--- src/adcacc_defs.vh ---
// Purpose: Constants for the converter configuration and accumulator block
// Assumes: 8-bit special-function register port, one system clock
// Notes: Offsets are byte addresses on the register port
`ifndef ADCACC_DEFS_VH
`define ADCACC_DEFS_VH
`define ADCACC_ADDR_ACCUM 8'hB3
`define ADCACC_ADDR_CLKMODE 8'hBC
`define ADCACC_ADDR_BUFCTL 8'hB2
`define ADCACC_ADDR_CTRL0 8'hE8
`define ADCACC_ADDR_RES_HI 8'hBE
`define ADCACC_ADDR_RES_LO 8'hBD
`define ADCACC_RST_ACCUM 8'h00
`define ADCACC_RST_CLKMODE 8'hF8
`define ADCACC_RST_BUFCTL 8'h00
`define ADCACC_RST_CTRL0 8'h00
`define ADCACC_CTRL0_ENABLE 7
`define ADCACC_CTRL0_BURST 6
`define ADCACC_CTRL0_DONE 5
`define ADCACC_CTRL0_BUSY 4
`define ADCACC_CF_EIGHT 2
`define ADCACC_CF_DTRACK 1
`define ADCACC_CF_GAIN 0
`define ADCACC_AC_TWELVE 7
`define ADCACC_AC_ACCUM 6
`define ADCACC_DELAY_SAR_CYCLES 3'h4
`define ADCACC_CONV_SAR_CYCLES 6'h0E
`define ADCACC_CONV12_SAR_CYCLES 6'h3B
`define ADCACC_TWELVE_FACTOR 3'h4
`endif

--- src/adcacc_top.v ---
// Purpose: Converter configuration, sequencing and result accumulation
// Assumes: Analog core returns a 12-bit code on CORE_DATA with CORE_VALID
// Notes: Registers are reached over the SFR port; no other bus
`timescale 1ns/1ps
`include "adcacc_defs.vh"
module adcacc_top (
  input wire SYS_CLK,
  input wire RESET_N,
  input wire HF_OSC,
  input wire [7:0] SFR_ADDR,
  input wire [7:0] SFR_WDATA,
  input wire SFR_WE,
  input wire SFR_RE,
  output reg [7:0] SFR_RDATA,
  input wire CONV_START,
  input wire [11:0] CORE_DATA,
  input wire CORE_VALID,
  output reg CORE_SAMPLE,
  output reg CM_BUFFER_ON,
  output reg PGA_GAIN_SEL,
  output reg [1:0] RESOLUTION,
  output reg CONV_DONE_FLAG
);
  localparam ST_IDLE = 2'h0;
  localparam ST_TRACK = 2'h1;
  localparam ST_CONV = 2'h2;

  reg [7:0] adc_accumulate_config;
  reg [7:0] adc_clock_mode_config;
  reg cm_buffer_on;
  reg adc_enable;
  reg burst_sel;
  reg conv_done_flag;
  reg start_meta;
  reg start_sync;
  reg start_prev;
  reg [1:0] state;
  reg [5:0] sar_cnt;
  reg [6:0] conv_left;
  reg [17:0] result_word;
  reg busy;
  reg [7:0] next_rdata;
  wire sar_tick;
  wire start_evt;
  wire [4:0] sar_clk_divider;
  wire eight_bit_sel;
  wire delayed_track_sel;
  wire pga_gain_sel;
  wire twelve_bit_sel;
  wire accumulate_on;
  wire [2:0] shift_justify_sel;
  wire [2:0] repeat_count;
  wire [15:0] formatted;
  wire [11:0] core_code;
  wire [5:0] conv_len;

  assign sar_clk_divider = adc_clock_mode_config[7:3];
  assign eight_bit_sel = adc_clock_mode_config[`ADCACC_CF_EIGHT];
  assign delayed_track_sel = adc_clock_mode_config[`ADCACC_CF_DTRACK];
  assign pga_gain_sel = adc_clock_mode_config[`ADCACC_CF_GAIN];
  assign twelve_bit_sel = adc_accumulate_config[`ADCACC_AC_TWELVE];
  assign accumulate_on = adc_accumulate_config[`ADCACC_AC_ACCUM];
  assign shift_justify_sel = adc_accumulate_config[5:3];
  assign repeat_count = adc_accumulate_config[2:0];
  assign start_evt = adc_enable & start_sync & ~start_prev;

  // Conversions per burst for a repeat code
  function [6:0] burst_count;
    input [2:0] code;
    input twelve;
    reg [6:0] base;
    begin
      case (code)
        3'h0: base = 7'h01;
        3'h1: base = 7'h04;
        3'h2: base = 7'h08;
        3'h3: base = 7'h10;
        3'h4: base = 7'h20;
        3'h5: base = 7'h40;
        default: base = 7'h01;
      endcase
      if (twelve && code != 3'h0)
        burst_count = base >> 2;
      else
        burst_count = base;
    end
  endfunction

  // Right-aligns the top bits of the core code for the active resolution
  assign core_code = eight_bit_sel ? {4'h0, CORE_DATA[11:4]} :
                     twelve_bit_sel ? CORE_DATA :
                     {2'h0, CORE_DATA[11:2]};
  // Twelve-bit conversions take 59 SAR clocks instead of 14
  assign conv_len = twelve_bit_sel ? `ADCACC_CONV12_SAR_CYCLES : `ADCACC_CONV_SAR_CYCLES;

  assign formatted = (shift_justify_sel == 3'h4) ?
                     (eight_bit_sel ? {result_word[7:0], 8'h00} :
                      twelve_bit_sel ? {result_word[11:0], 4'h0} :
                      {result_word[9:0], 6'h00}) :
                     (shift_justify_sel[2] ? 16'h0000 :
                      result_word[15:0] >> shift_justify_sel[1:0]);

  adcacc_clkdiv u_clkdiv (
    .SYS_CLK(SYS_CLK),
    .RESET_N(RESET_N),
    .burst_sel(burst_sel),
    .hf_osc(HF_OSC),
    .sar_clk_divider(sar_clk_divider),
    .sar_tick(sar_tick)
  );

  always @* begin
    next_rdata = 8'h00;
    case (SFR_ADDR)
      `ADCACC_ADDR_ACCUM: next_rdata = adc_accumulate_config;
      `ADCACC_ADDR_CLKMODE: next_rdata = adc_clock_mode_config;
      `ADCACC_ADDR_BUFCTL: next_rdata = {7'h00, cm_buffer_on};
      `ADCACC_ADDR_CTRL0: next_rdata = {adc_enable, burst_sel, conv_done_flag, busy, 4'h0};
      `ADCACC_ADDR_RES_HI: next_rdata = formatted[15:8];
      `ADCACC_ADDR_RES_LO: next_rdata = formatted[7:0];
      default: next_rdata = 8'h00;
    endcase
  end

  always @(posedge SYS_CLK) begin
    if (!RESET_N) begin
      adc_accumulate_config <= `ADCACC_RST_ACCUM;
      adc_clock_mode_config <= `ADCACC_RST_CLKMODE;
      cm_buffer_on <= 1'b0;
      adc_enable <= 1'b0;
      burst_sel <= 1'b0;
      conv_done_flag <= 1'b0;
      start_meta <= 1'b0;
      start_sync <= 1'b0;
      start_prev <= 1'b0;
      state <= ST_IDLE;
      sar_cnt <= 6'h00;
      conv_left <= 7'h00;
      result_word <= 18'h00000;
      busy <= 1'b0;
      SFR_RDATA <= 8'h00;
      CORE_SAMPLE <= 1'b0;
      CM_BUFFER_ON <= 1'b0;
      PGA_GAIN_SEL <= 1'b0;
      RESOLUTION <= 2'h1;
      CONV_DONE_FLAG <= 1'b0;
    end else begin
      start_meta <= CONV_START;
      start_sync <= start_meta;
      start_prev <= start_sync;
      CORE_SAMPLE <= 1'b0;
      if (SFR_RE)
        SFR_RDATA <= next_rdata;
      if (SFR_WE) begin
        case (SFR_ADDR)
          `ADCACC_ADDR_ACCUM: adc_accumulate_config <= SFR_WDATA;
          `ADCACC_ADDR_CLKMODE: adc_clock_mode_config <= SFR_WDATA;
          `ADCACC_ADDR_BUFCTL: cm_buffer_on <= SFR_WDATA[0];
          `ADCACC_ADDR_CTRL0: begin
            adc_enable <= SFR_WDATA[`ADCACC_CTRL0_ENABLE];
            burst_sel <= SFR_WDATA[`ADCACC_CTRL0_BURST];
            if (!SFR_WDATA[`ADCACC_CTRL0_DONE])
              conv_done_flag <= 1'b0;
          end
          // Writing either half with zero clears the sum
          `ADCACC_ADDR_RES_HI, `ADCACC_ADDR_RES_LO: begin
            if (SFR_WDATA == 8'h00)
              result_word <= 18'h00000;
          end
          default: ;
        endcase
      end
      case (state)
        ST_IDLE: begin
          busy <= 1'b0;
          if (start_evt) begin
            busy <= 1'b1;
            sar_cnt <= 6'h00;
            conv_left <= burst_sel ? burst_count(repeat_count, twelve_bit_sel) : 7'h01;
            if (burst_sel)
              result_word <= 18'h00000;
            state <= delayed_track_sel ? ST_TRACK : ST_CONV;
          end
        end
        ST_TRACK: begin
          if (sar_tick) begin
            sar_cnt <= sar_cnt + 6'h01;
            if (sar_cnt == {3'h0, `ADCACC_DELAY_SAR_CYCLES} - 6'h01) begin
              sar_cnt <= 6'h00;
              state <= ST_CONV;
            end
          end
        end
        ST_CONV: begin
          if (sar_tick && sar_cnt != conv_len)
            sar_cnt <= sar_cnt + 6'h01;
          if (sar_tick && sar_cnt == 6'h00)
            CORE_SAMPLE <= 1'b1;
          if (CORE_VALID && sar_cnt == conv_len) begin
            if (burst_sel || accumulate_on)
              result_word <= result_word + {6'h00, core_code};
            else
              result_word <= {6'h00, core_code};
            sar_cnt <= 6'h00;
            conv_left <= conv_left - 7'h01;
            if (conv_left == 7'h01) begin
              conv_done_flag <= 1'b1;
              state <= ST_IDLE;
            end
          end
        end
        default: state <= ST_IDLE;
      endcase
      CM_BUFFER_ON <= cm_buffer_on;
      PGA_GAIN_SEL <= pga_gain_sel;
      RESOLUTION <= eight_bit_sel ? 2'h0 : (twelve_bit_sel ? 2'h2 : 2'h1);
      CONV_DONE_FLAG <= conv_done_flag;
    end
  end
endmodule // adcacc_top

--- src/adcacc_clkdiv.v ---
// Purpose: SAR clock tick generator from the selected ADC input clock
// Assumes: High-frequency oscillator arrives as a level, resynchronised here
// Notes: Tick is one system-clock pulse per SAR clock period
`timescale 1ns/1ps
module adcacc_clkdiv (
  input wire SYS_CLK,
  input wire RESET_N,
  input wire burst_sel,
  input wire hf_osc,
  input wire [4:0] sar_clk_divider,
  output reg sar_tick
);
  reg hf_meta;
  reg hf_sync;
  reg hf_prev;
  reg [4:0] div_cnt;
  wire src_tick;

  // Source is system clock or oscillator edges in burst mode
  assign src_tick = burst_sel ? (hf_sync & ~hf_prev) : 1'b1;

  always @(posedge SYS_CLK) begin
    if (!RESET_N) begin
      hf_meta <= 1'b0;
      hf_sync <= 1'b0;
      hf_prev <= 1'b0;
      div_cnt <= 5'h00;
      sar_tick <= 1'b0;
    end else begin
      hf_meta <= hf_osc;
      hf_sync <= hf_meta;
      hf_prev <= hf_sync;
      sar_tick <= 1'b0;
      if (src_tick) begin
        if (div_cnt >= sar_clk_divider) begin
          div_cnt <= 5'h00;
          sar_tick <= 1'b1;
        end else begin
          div_cnt <= div_cnt + 5'h01;
        end
      end
    end
  end
endmodule // adcacc_clkdiv

--- config.mk ---
export PLATFORM = sky130hd
export DESIGN_NAME = adcacc_top
export DESIGN_NICKNAME = d
export VERILOG_FILES = /design/src/adcacc_top.v /design/src/adcacc_clkdiv.v
export VERILOG_INCLUDE_DIRS = /design/src
export SDC_FILE = /design/constraint.sdc
export NUM_CORES = 1
export LEC_CHECK = 0
export BUFFER_PORTS_ARGS = -buffer_cell sky130_fd_sc_hd__buf_4
export CAP_MARGIN = 20
export CORE_MARGIN = 10
export CORE_UTILIZATION = 35
export CTS_CLUSTER_DIAMETER = 60
export DETAILED_ROUTE_END_ITERATION = 8
export PLACE_DENSITY_LB_ADDON = 0.1
export SLEW_MARGIN = 30
export SYNTH_ARGS = -nofsm -noshare
export SYNTH_HDL_FRONTEND = slang
export SYNTH_HIERARCHICAL = 1
export SYNTH_SLANG_ARGS = --single-unit
--- constraint.sdc ---
create_clock -name SYS_CLK -period 3.3 [get_ports SYS_CLK]
set_input_delay 0.33 -clock SYS_CLK [delete_from_list [all_inputs] [get_ports SYS_CLK]]
set_output_delay 0.33 -clock SYS_CLK [all_outputs]
set_load 0.01 [all_outputs]
==> results of run 1 <==
where the power goes:
group / total [uW] / internal [uW] / switching [uW]
clock: 1070 / 606 / 460
combinational: 163 / 70.4 / 93.1
sequential: 961 / 952 / 8.51
synth_stat cells, types with 13 or more instances:
cell | number | share of area (%)
inv_1 | 25 | 1.7
mux2i_1 | 34 | 6.3
nand2_1 | 98 | 6.8
nor3_1 | 13 | 1.2
clkbuf_1 | 32 | 2.2
nor2_1 | 54 | 3.7
o21ai_0 | 56 | 5.1
ha_1 | 25 | 5.7
and2_1 | 15 | 1.7
nand3_1 | 39 | 3.6
a21oi_1 | 53 | 4.9
a22oi_1 | 14 | 1.9
dfxtp_1 | 78 | 29
cell type report:
cell class	count	area (um2)	area share (%)
inverters	26	97.6	1.55
repair buffers	60	450	7.16
well taps	188	235	3.74
clock buffers	9	225	3.58
multi-input cells	566	3630	57.7
flip-flops and latches	78	1560	24.9
clock inverters	7	88.8	1.41
worst reg2reg max path, stage by stage (launching register included):
cell      delay, ns
dfxtp_2        0.54
mux2i_1        0.23
o21ai_0        0.18
ha_1           0.37
a211oi_1       0.09
nor3_1         0.33
o221ai_1       0.24
o311ai_1       0.50
and3_1         0.22
o211ai_1       0.08
per-layer routing:
layer	vias to the layer above	GRT usage (%)	part of all wire, %
met2	108	25.8	46
met1	2551	21.9	48
li1	2655	-	-
met3	21	3.85	4.6
met5	-	0	0
met4	0	5.64	1.4
cells by family after synthesis:
logic type / Yosys count / synth area share [%]
and+or+nand+nor: 272 / 24.0
AOI/OAI and AO/OA: 210 / 25.7
DFF: 78 / 28.7
buffers and inverters: 64 / 4.73
muxes: 45 / 8.73
adders and majority gates: 26 / 6.11
xor gates and xnor gates: 13 / 2.09
worst paths after layout:
check	from	endpoint	slack, ns	cells after the start
max	adc_accumulate_config[7]$_SDFFE_PN0P_	result_word[15]$_SDFF_PN0_	0.40	9
min	HF_OSC	u_clkdiv/hf_meta$_SDFF_PN0_	0.19	2
max reg2reg	adc_accumulate_config[7]$_SDFFE_PN0P_	result_word[15]$_SDFF_PN0_	0.40	9
min reg2reg	start_meta$_SDFF_PN0_	start_sync$_SDFF_PN0_	0.44	1
sequential cells by signal, summed over array words and instances (netlist names), 2 cells and up:
signal                 flops
adc_clock_mode_config      8
sar_cnt                    6
u_clkdiv/div_cnt           5
state                      2
RESOLUTION                 2
SFR_RDATA                  8
result_word               16
adc_accumulate_config      8
conv_left                  7
stage by stage:
step           cells  util (%)  cell area, um2
2_1_floorplan    708         -            5450
6_report         934      41.4            6290
3_3_place_gp     918      39.3            5970
3_5_place_dp     918      39.3            5970
5_1_grt          934      41.4            6290
4_1_cts          934      41.3            6290
==> flow_metrics.tcl, run 1 <==
set metrics [dict create \
    path_cells "mux2i_1 > o21ai_0 > ha_1 > a211oi_1 > nor3_1 > o221ai_1 > o311ai_1 > and3_1 > o211ai_1" \
    final_cell_mix "nand2_1 (98), dfxtp_1 (76), buf_4 (60)" \
    clkLatencyLatePin_ns 0.35 \
    detail_route.first_pass.iterations 5 \
    synth_nets 769 \
    power.total_uw 2190 \
    wirelength_um 16800 \
    fmaxAchievable_mhz 344 \
    cts_hold_buf 0 \
    cts_tree "built" \
    cts_sinks 78 \
    crit_family "compound AO/OA/AOI/OAI gates" \
    grt_pass1_vias 5262 \
    io_pins 49 \
    slew-limit-headroom_pct 52.6 \
    timing.hold.ws_ns 0.185 \
    ctsHtreeMaxLevel 3 \
    ys_seq_elements 78 \
    synthCells 708 \
    hold_viol 0 \
    dp_slack_ns 0.441 \
    diodes 0 \
    antenna_found_initial 0 \
    path_clk_slew_ns 0.07 \
    critPathBufInv 0 \
    via_per_inst 5.71 \
    die_area_um2 20900 \
    vias 5335 \
    io_buffer_count 48 \
    synth_cell_type_count 72 \
    design.core.area_um2 15200 \
    grt_max_degree 41 \
    synth_flop_cell "dfxtp_1" \
    die_h_um 145 \
    routabilityCongestion 0.899 \
    die_w_um 145 \
    layout-drive-gt1-share_pct 14.2 \
    async_reset_ff_share_pct 0 \
    ant_nets 0 \
    finalCriticalPeriod_ns 2.90 \
    outcome "finished, final reports clean" \
    max_cap_violations 0 \
    grt_pass1_wl_um 27600 \
    dp_hpwl_um 12600 \
    max_stage_delay_ns 0.54 \
    critPathMaxFanout 13 \
    cts_setup_buffers 0 \
    finalSetupTns_ns 0 \
    clock_skew_ns 0.00937 \
    cts-root-buf "clkbuf_16" \
    ctsResizeCount 0 \
    drt-initial-drc-count 295 \
    grt-ovfl-total 0 \
    period_share_pct 88.0 \
    critPathLaunchType "register" \
    setup_viol_count_final 0 \
    syn_avg_cell_area_um2 7.69 \
    hp-class "input port to register" \
    ys_warn_count 6 \
    timing.final.ws_setup_ns 0.396 \
    area.growth.synth_to_final_pct 15.5 \
    tightest_slew_ns 0.711 \
    irDropWorstVdd_mv 0.226 \
    end_kind "register" \
    final_common_cell "nand2_1" \
    slowest_stage "dfxtp_2" \
    cp.arrival_ns 3.13 \
    crit_type "register to register" \
    cts_buffers 9 \
    fin_nets 802 \
    wl_per_cell_um 18.0 \
    max-clock-path-buffers 2 \
    seq_area_frac_synth_pct 28.7 \
    required_ns 3.53 \
    start_util_pct 35.8 \
    drc 0 \
    p_leak_uw 0.00229 \
    grt_usage_pct 16.5 \
    p_per_area_nw_per_um2 348 \
    maxSlewViolCount 0 \
    synth_edf_count 0 \
    row_count 45 \
    netlist_area_um2 5450 \
    rsz0062_at_grt "false" \
    fill_cells 1593 \
]
Power figures use the tool's default switching activity.
==> inputs of run 2 (changes only) <==
--- a/config.mk
+++ b/config.mk
@@ -8,13 +8,15 @@
 export LEC_CHECK = 0
 export BUFFER_PORTS_ARGS = -buffer_cell sky130_fd_sc_hd__buf_4
 export CAP_MARGIN = 20
+export CELL_PAD_IN_SITES_DETAIL_PLACEMENT = 1
+export CELL_PAD_IN_SITES_GLOBAL_PLACEMENT = 2
 export CORE_MARGIN = 10
 export CORE_UTILIZATION = 35
 export CTS_CLUSTER_DIAMETER = 60
 export DETAILED_ROUTE_END_ITERATION = 8
+export GPL_TIMING_DRIVEN = 1
 export PLACE_DENSITY_LB_ADDON = 0.1
 export SLEW_MARGIN = 30
 export SYNTH_ARGS = -nofsm -noshare
 export SYNTH_HDL_FRONTEND = slang
-export SYNTH_HIERARCHICAL = 1
 export SYNTH_SLANG_ARGS = --single-unit
==> flow_metrics.tcl, run 2 <==
set metrics [dict create \
    p_leak_uw 0.00232 \
    die_area_um2 20400 \
    synth_simple_gate_area_share_pct 24.4 \
    end_kind "register" \
    period_share_pct 93.0 \
    synth_cell_type_count 65 \
    timing.final.ws_setup_ns 0.230 \
    drc 0 \
    fin_cells 893 \
    hp-class "input port to register" \
    cts_tree "built" \
    synthCells 672 \
    start_util_pct 36.0 \
    via_per_inst 5.68 \
    critPathMaxFanout 17 \
    cts_sinks 78 \
    grt_usage_pct 16.9 \
    syn_avg_cell_area_um2 7.85 \
    rsz0062_at_grt "false" \
    antenna_found_initial 0 \
    design.core.area_um2 14600 \
    path_clk_slew_ns 0.07 \
    drt-initial-drc-count 344 \
    fin_nets 766 \
    dp_hpwl_um 13100 \
    maxSlewViolCount 0 \
    async_reset_ff_share_pct 0 \
    crit_type "register to register" \
    cts-root-buf "clkbuf_16" \
    synthMuxAreaShare_pct 9.80 \
    synth_compound_area_share_pct 21.9 \
    synth.most_common_cell "nand2_1" \
    yosysTopAreaCellShare_pct 29.6 \
    final_cell_mix "nand2_1 (88), dfxtp_1 (77), buf_4 (59)" \
    grt_pass1_vias 5123 \
    synth-xor-area-share_pct 2.66 \
    synthTopCellsByCount "nand2_1 (88), dfxtp_1 (78), a21oi_1 (56)" \
    clkLatencyLatePin_ns 0.34 \
    io_pins 49 \
    synth_flop_cell "dfxtp_1" \
    dp_slack_ns 0.0563 \
    wirelength_um 17300 \
    synth_area_leaders "dfxtp_1 (30%), nand2_1 (6.3%), ha_1 (6.2%)" \
    fmaxAchievable_mhz 326 \
    area.growth.synth_to_final_pct 16.9 \
    synth_adder_area_share_pct 6.74 \
    final_util_pct 42.1 \
    vias 5069 \
    layout-drive-gt1-share_pct 14.5 \
    ant_nets 0 \
    critPathLaunchType "register" \
    diodes 0 \
    detail_route.first_pass.iterations 6 \
    regMostFlops "result_word" \
    ys_seq_elements 78 \
    finalSetupTns_ns 0 \
    die_h_um 143 \
    yosysTopAreaCell "dfxtp_1" \
    grt-ovfl-total 0 \
    row_count 44 \
    synth_nets 734 \
    irDropWorstVdd_mv 0.217 \
    p_per_area_nw_per_um2 368 \
    ctsHtreeMaxLevel 3 \
    hold_viol 0 \
    ys_warn_count 0 \
    seq_area_frac_synth_pct 29.6 \
    largest_reg_flops 16 \
    synth_edf_count 0 \
    setup_viol_count_final 0 \
    tightest_slew_ns 0.759 \
    wl_per_cell_um 19.3 \
    max-clock-path-buffers 2 \
    cts_setup_buffers 0 \
    finalCriticalPeriod_ns 3.07 \
    clock_skew_ns 0.00777 \
    routabilityCongestion 0.864 \
    die_w_um 143 \
    slew-limit-headroom_pct 49.3 \
    outcome "finished, final reports clean" \
    cts_buffers 9 \
    synth_top_family_by_area "simple AND/OR/NAND/NOR gates" \
    io_buffer_count 48 \
    crit_start "adc_accumulate_config[7]$_SDFFE_PN0P_" \
    cp.arrival_ns 3.30 \
    grt_pass1_wl_um 28000 \
    min_from "HF_OSC" \
    netlist_area_um2 5270 \
    regToRegStartpoint "adc_accumulate_config[7]$_SDFFE_PN0P_" \
    final_common_cell "nand2_1" \
    required_ns 3.53 \
    placedCellCount 876 \
    grt_max_degree 38 \
    max_cap_violations 0 \
]
==> run 2: changes by cell type in the layout (fill, tap and decap cells not counted), moves of 7 or more <==
cell,delta
mux2_2,-7
o21ai_0,-15
nand2_1,-10
mux4_2,+8
==> run 2: timing repair <==
action,CTS,global route
hold buffers,0,0
resized for setup,0,7
endpoints found under the hold margin,0,0
endpoints found under the setup margin,0,4
==> run 2: area by class of cell <==
class,instances,area [um2]
clock buffers,10,229
clock inverters,6,93.8
fillers,1774,8480
inverters,26,97.6
multi-input cells,528,3480
flip-flops and latches,78,1560
well taps,184,230
repair buffers,61,468
==> run 2: worst paths after layout <==
check	cells past startpoint	slack (ns)	to
hold reg to reg	1	0.44	u_clkdiv.hf_sync$_SDFF_PN0_
setup / recovery	12	0.23	result_word[14]$_SDFF_PN0_
hold / removal	2	0.20	u_clkdiv.hf_meta$_SDFF_PN0_
setup reg to reg	12	0.23	result_word[14]$_SDFF_PN0_
==> run 2: cells by family after synthesis <==
family / after synthesis
simple gates: 261
compound gates: 183
flops: 78
buf+inv: 66
mux: 40
fa+ha+maj: 28
xor+xnor: 16
==> run 2: per-layer routing <==
layer,global-route usage [%],vias to the layer above,routed length (um)
met2,28.5,77,8480
li1,-,2496,-
met5,0,-,0
met3,2.62,9,491
met4,3.42,0,116
met1,22.4,2487,8180
==> run 2: power by group <==
| group | switching [uW] | leakage, uW | internal (uW) |
|---|---|---|---|
| clock network | 423 | 0.000154 | 670 |
| registers | 11.1 | 0.000632 | 955 |
| logic | 124 | 0.00153 | 84.6 |
==> run 2: critical path: stages, from the launching register on <==
cell and delay (ns):
dfxtp_1 0.38, buf_12 0.19, mux2i_1 0.20, o21ai_0 0.12, ha_1 0.24, fa_1 0.41, a21o_1 0.23, a311oi_1 0.31
o21ai_1 0.18, a21o_1 0.25, a31oi_4 0.25, or4_1 0.14, nand3_1 0.07
==> run 2: metrics by stage <==
step	area [um2]	power [uW]	hold slack, ns
floorplan	5280	1110	0.410
global placement	5810	1190	0.413
detailed placement	5810	1200	0.425
CTS	6130	2300	0.183
global route	6160	2370	0.202
finish	6160	2270	0.197
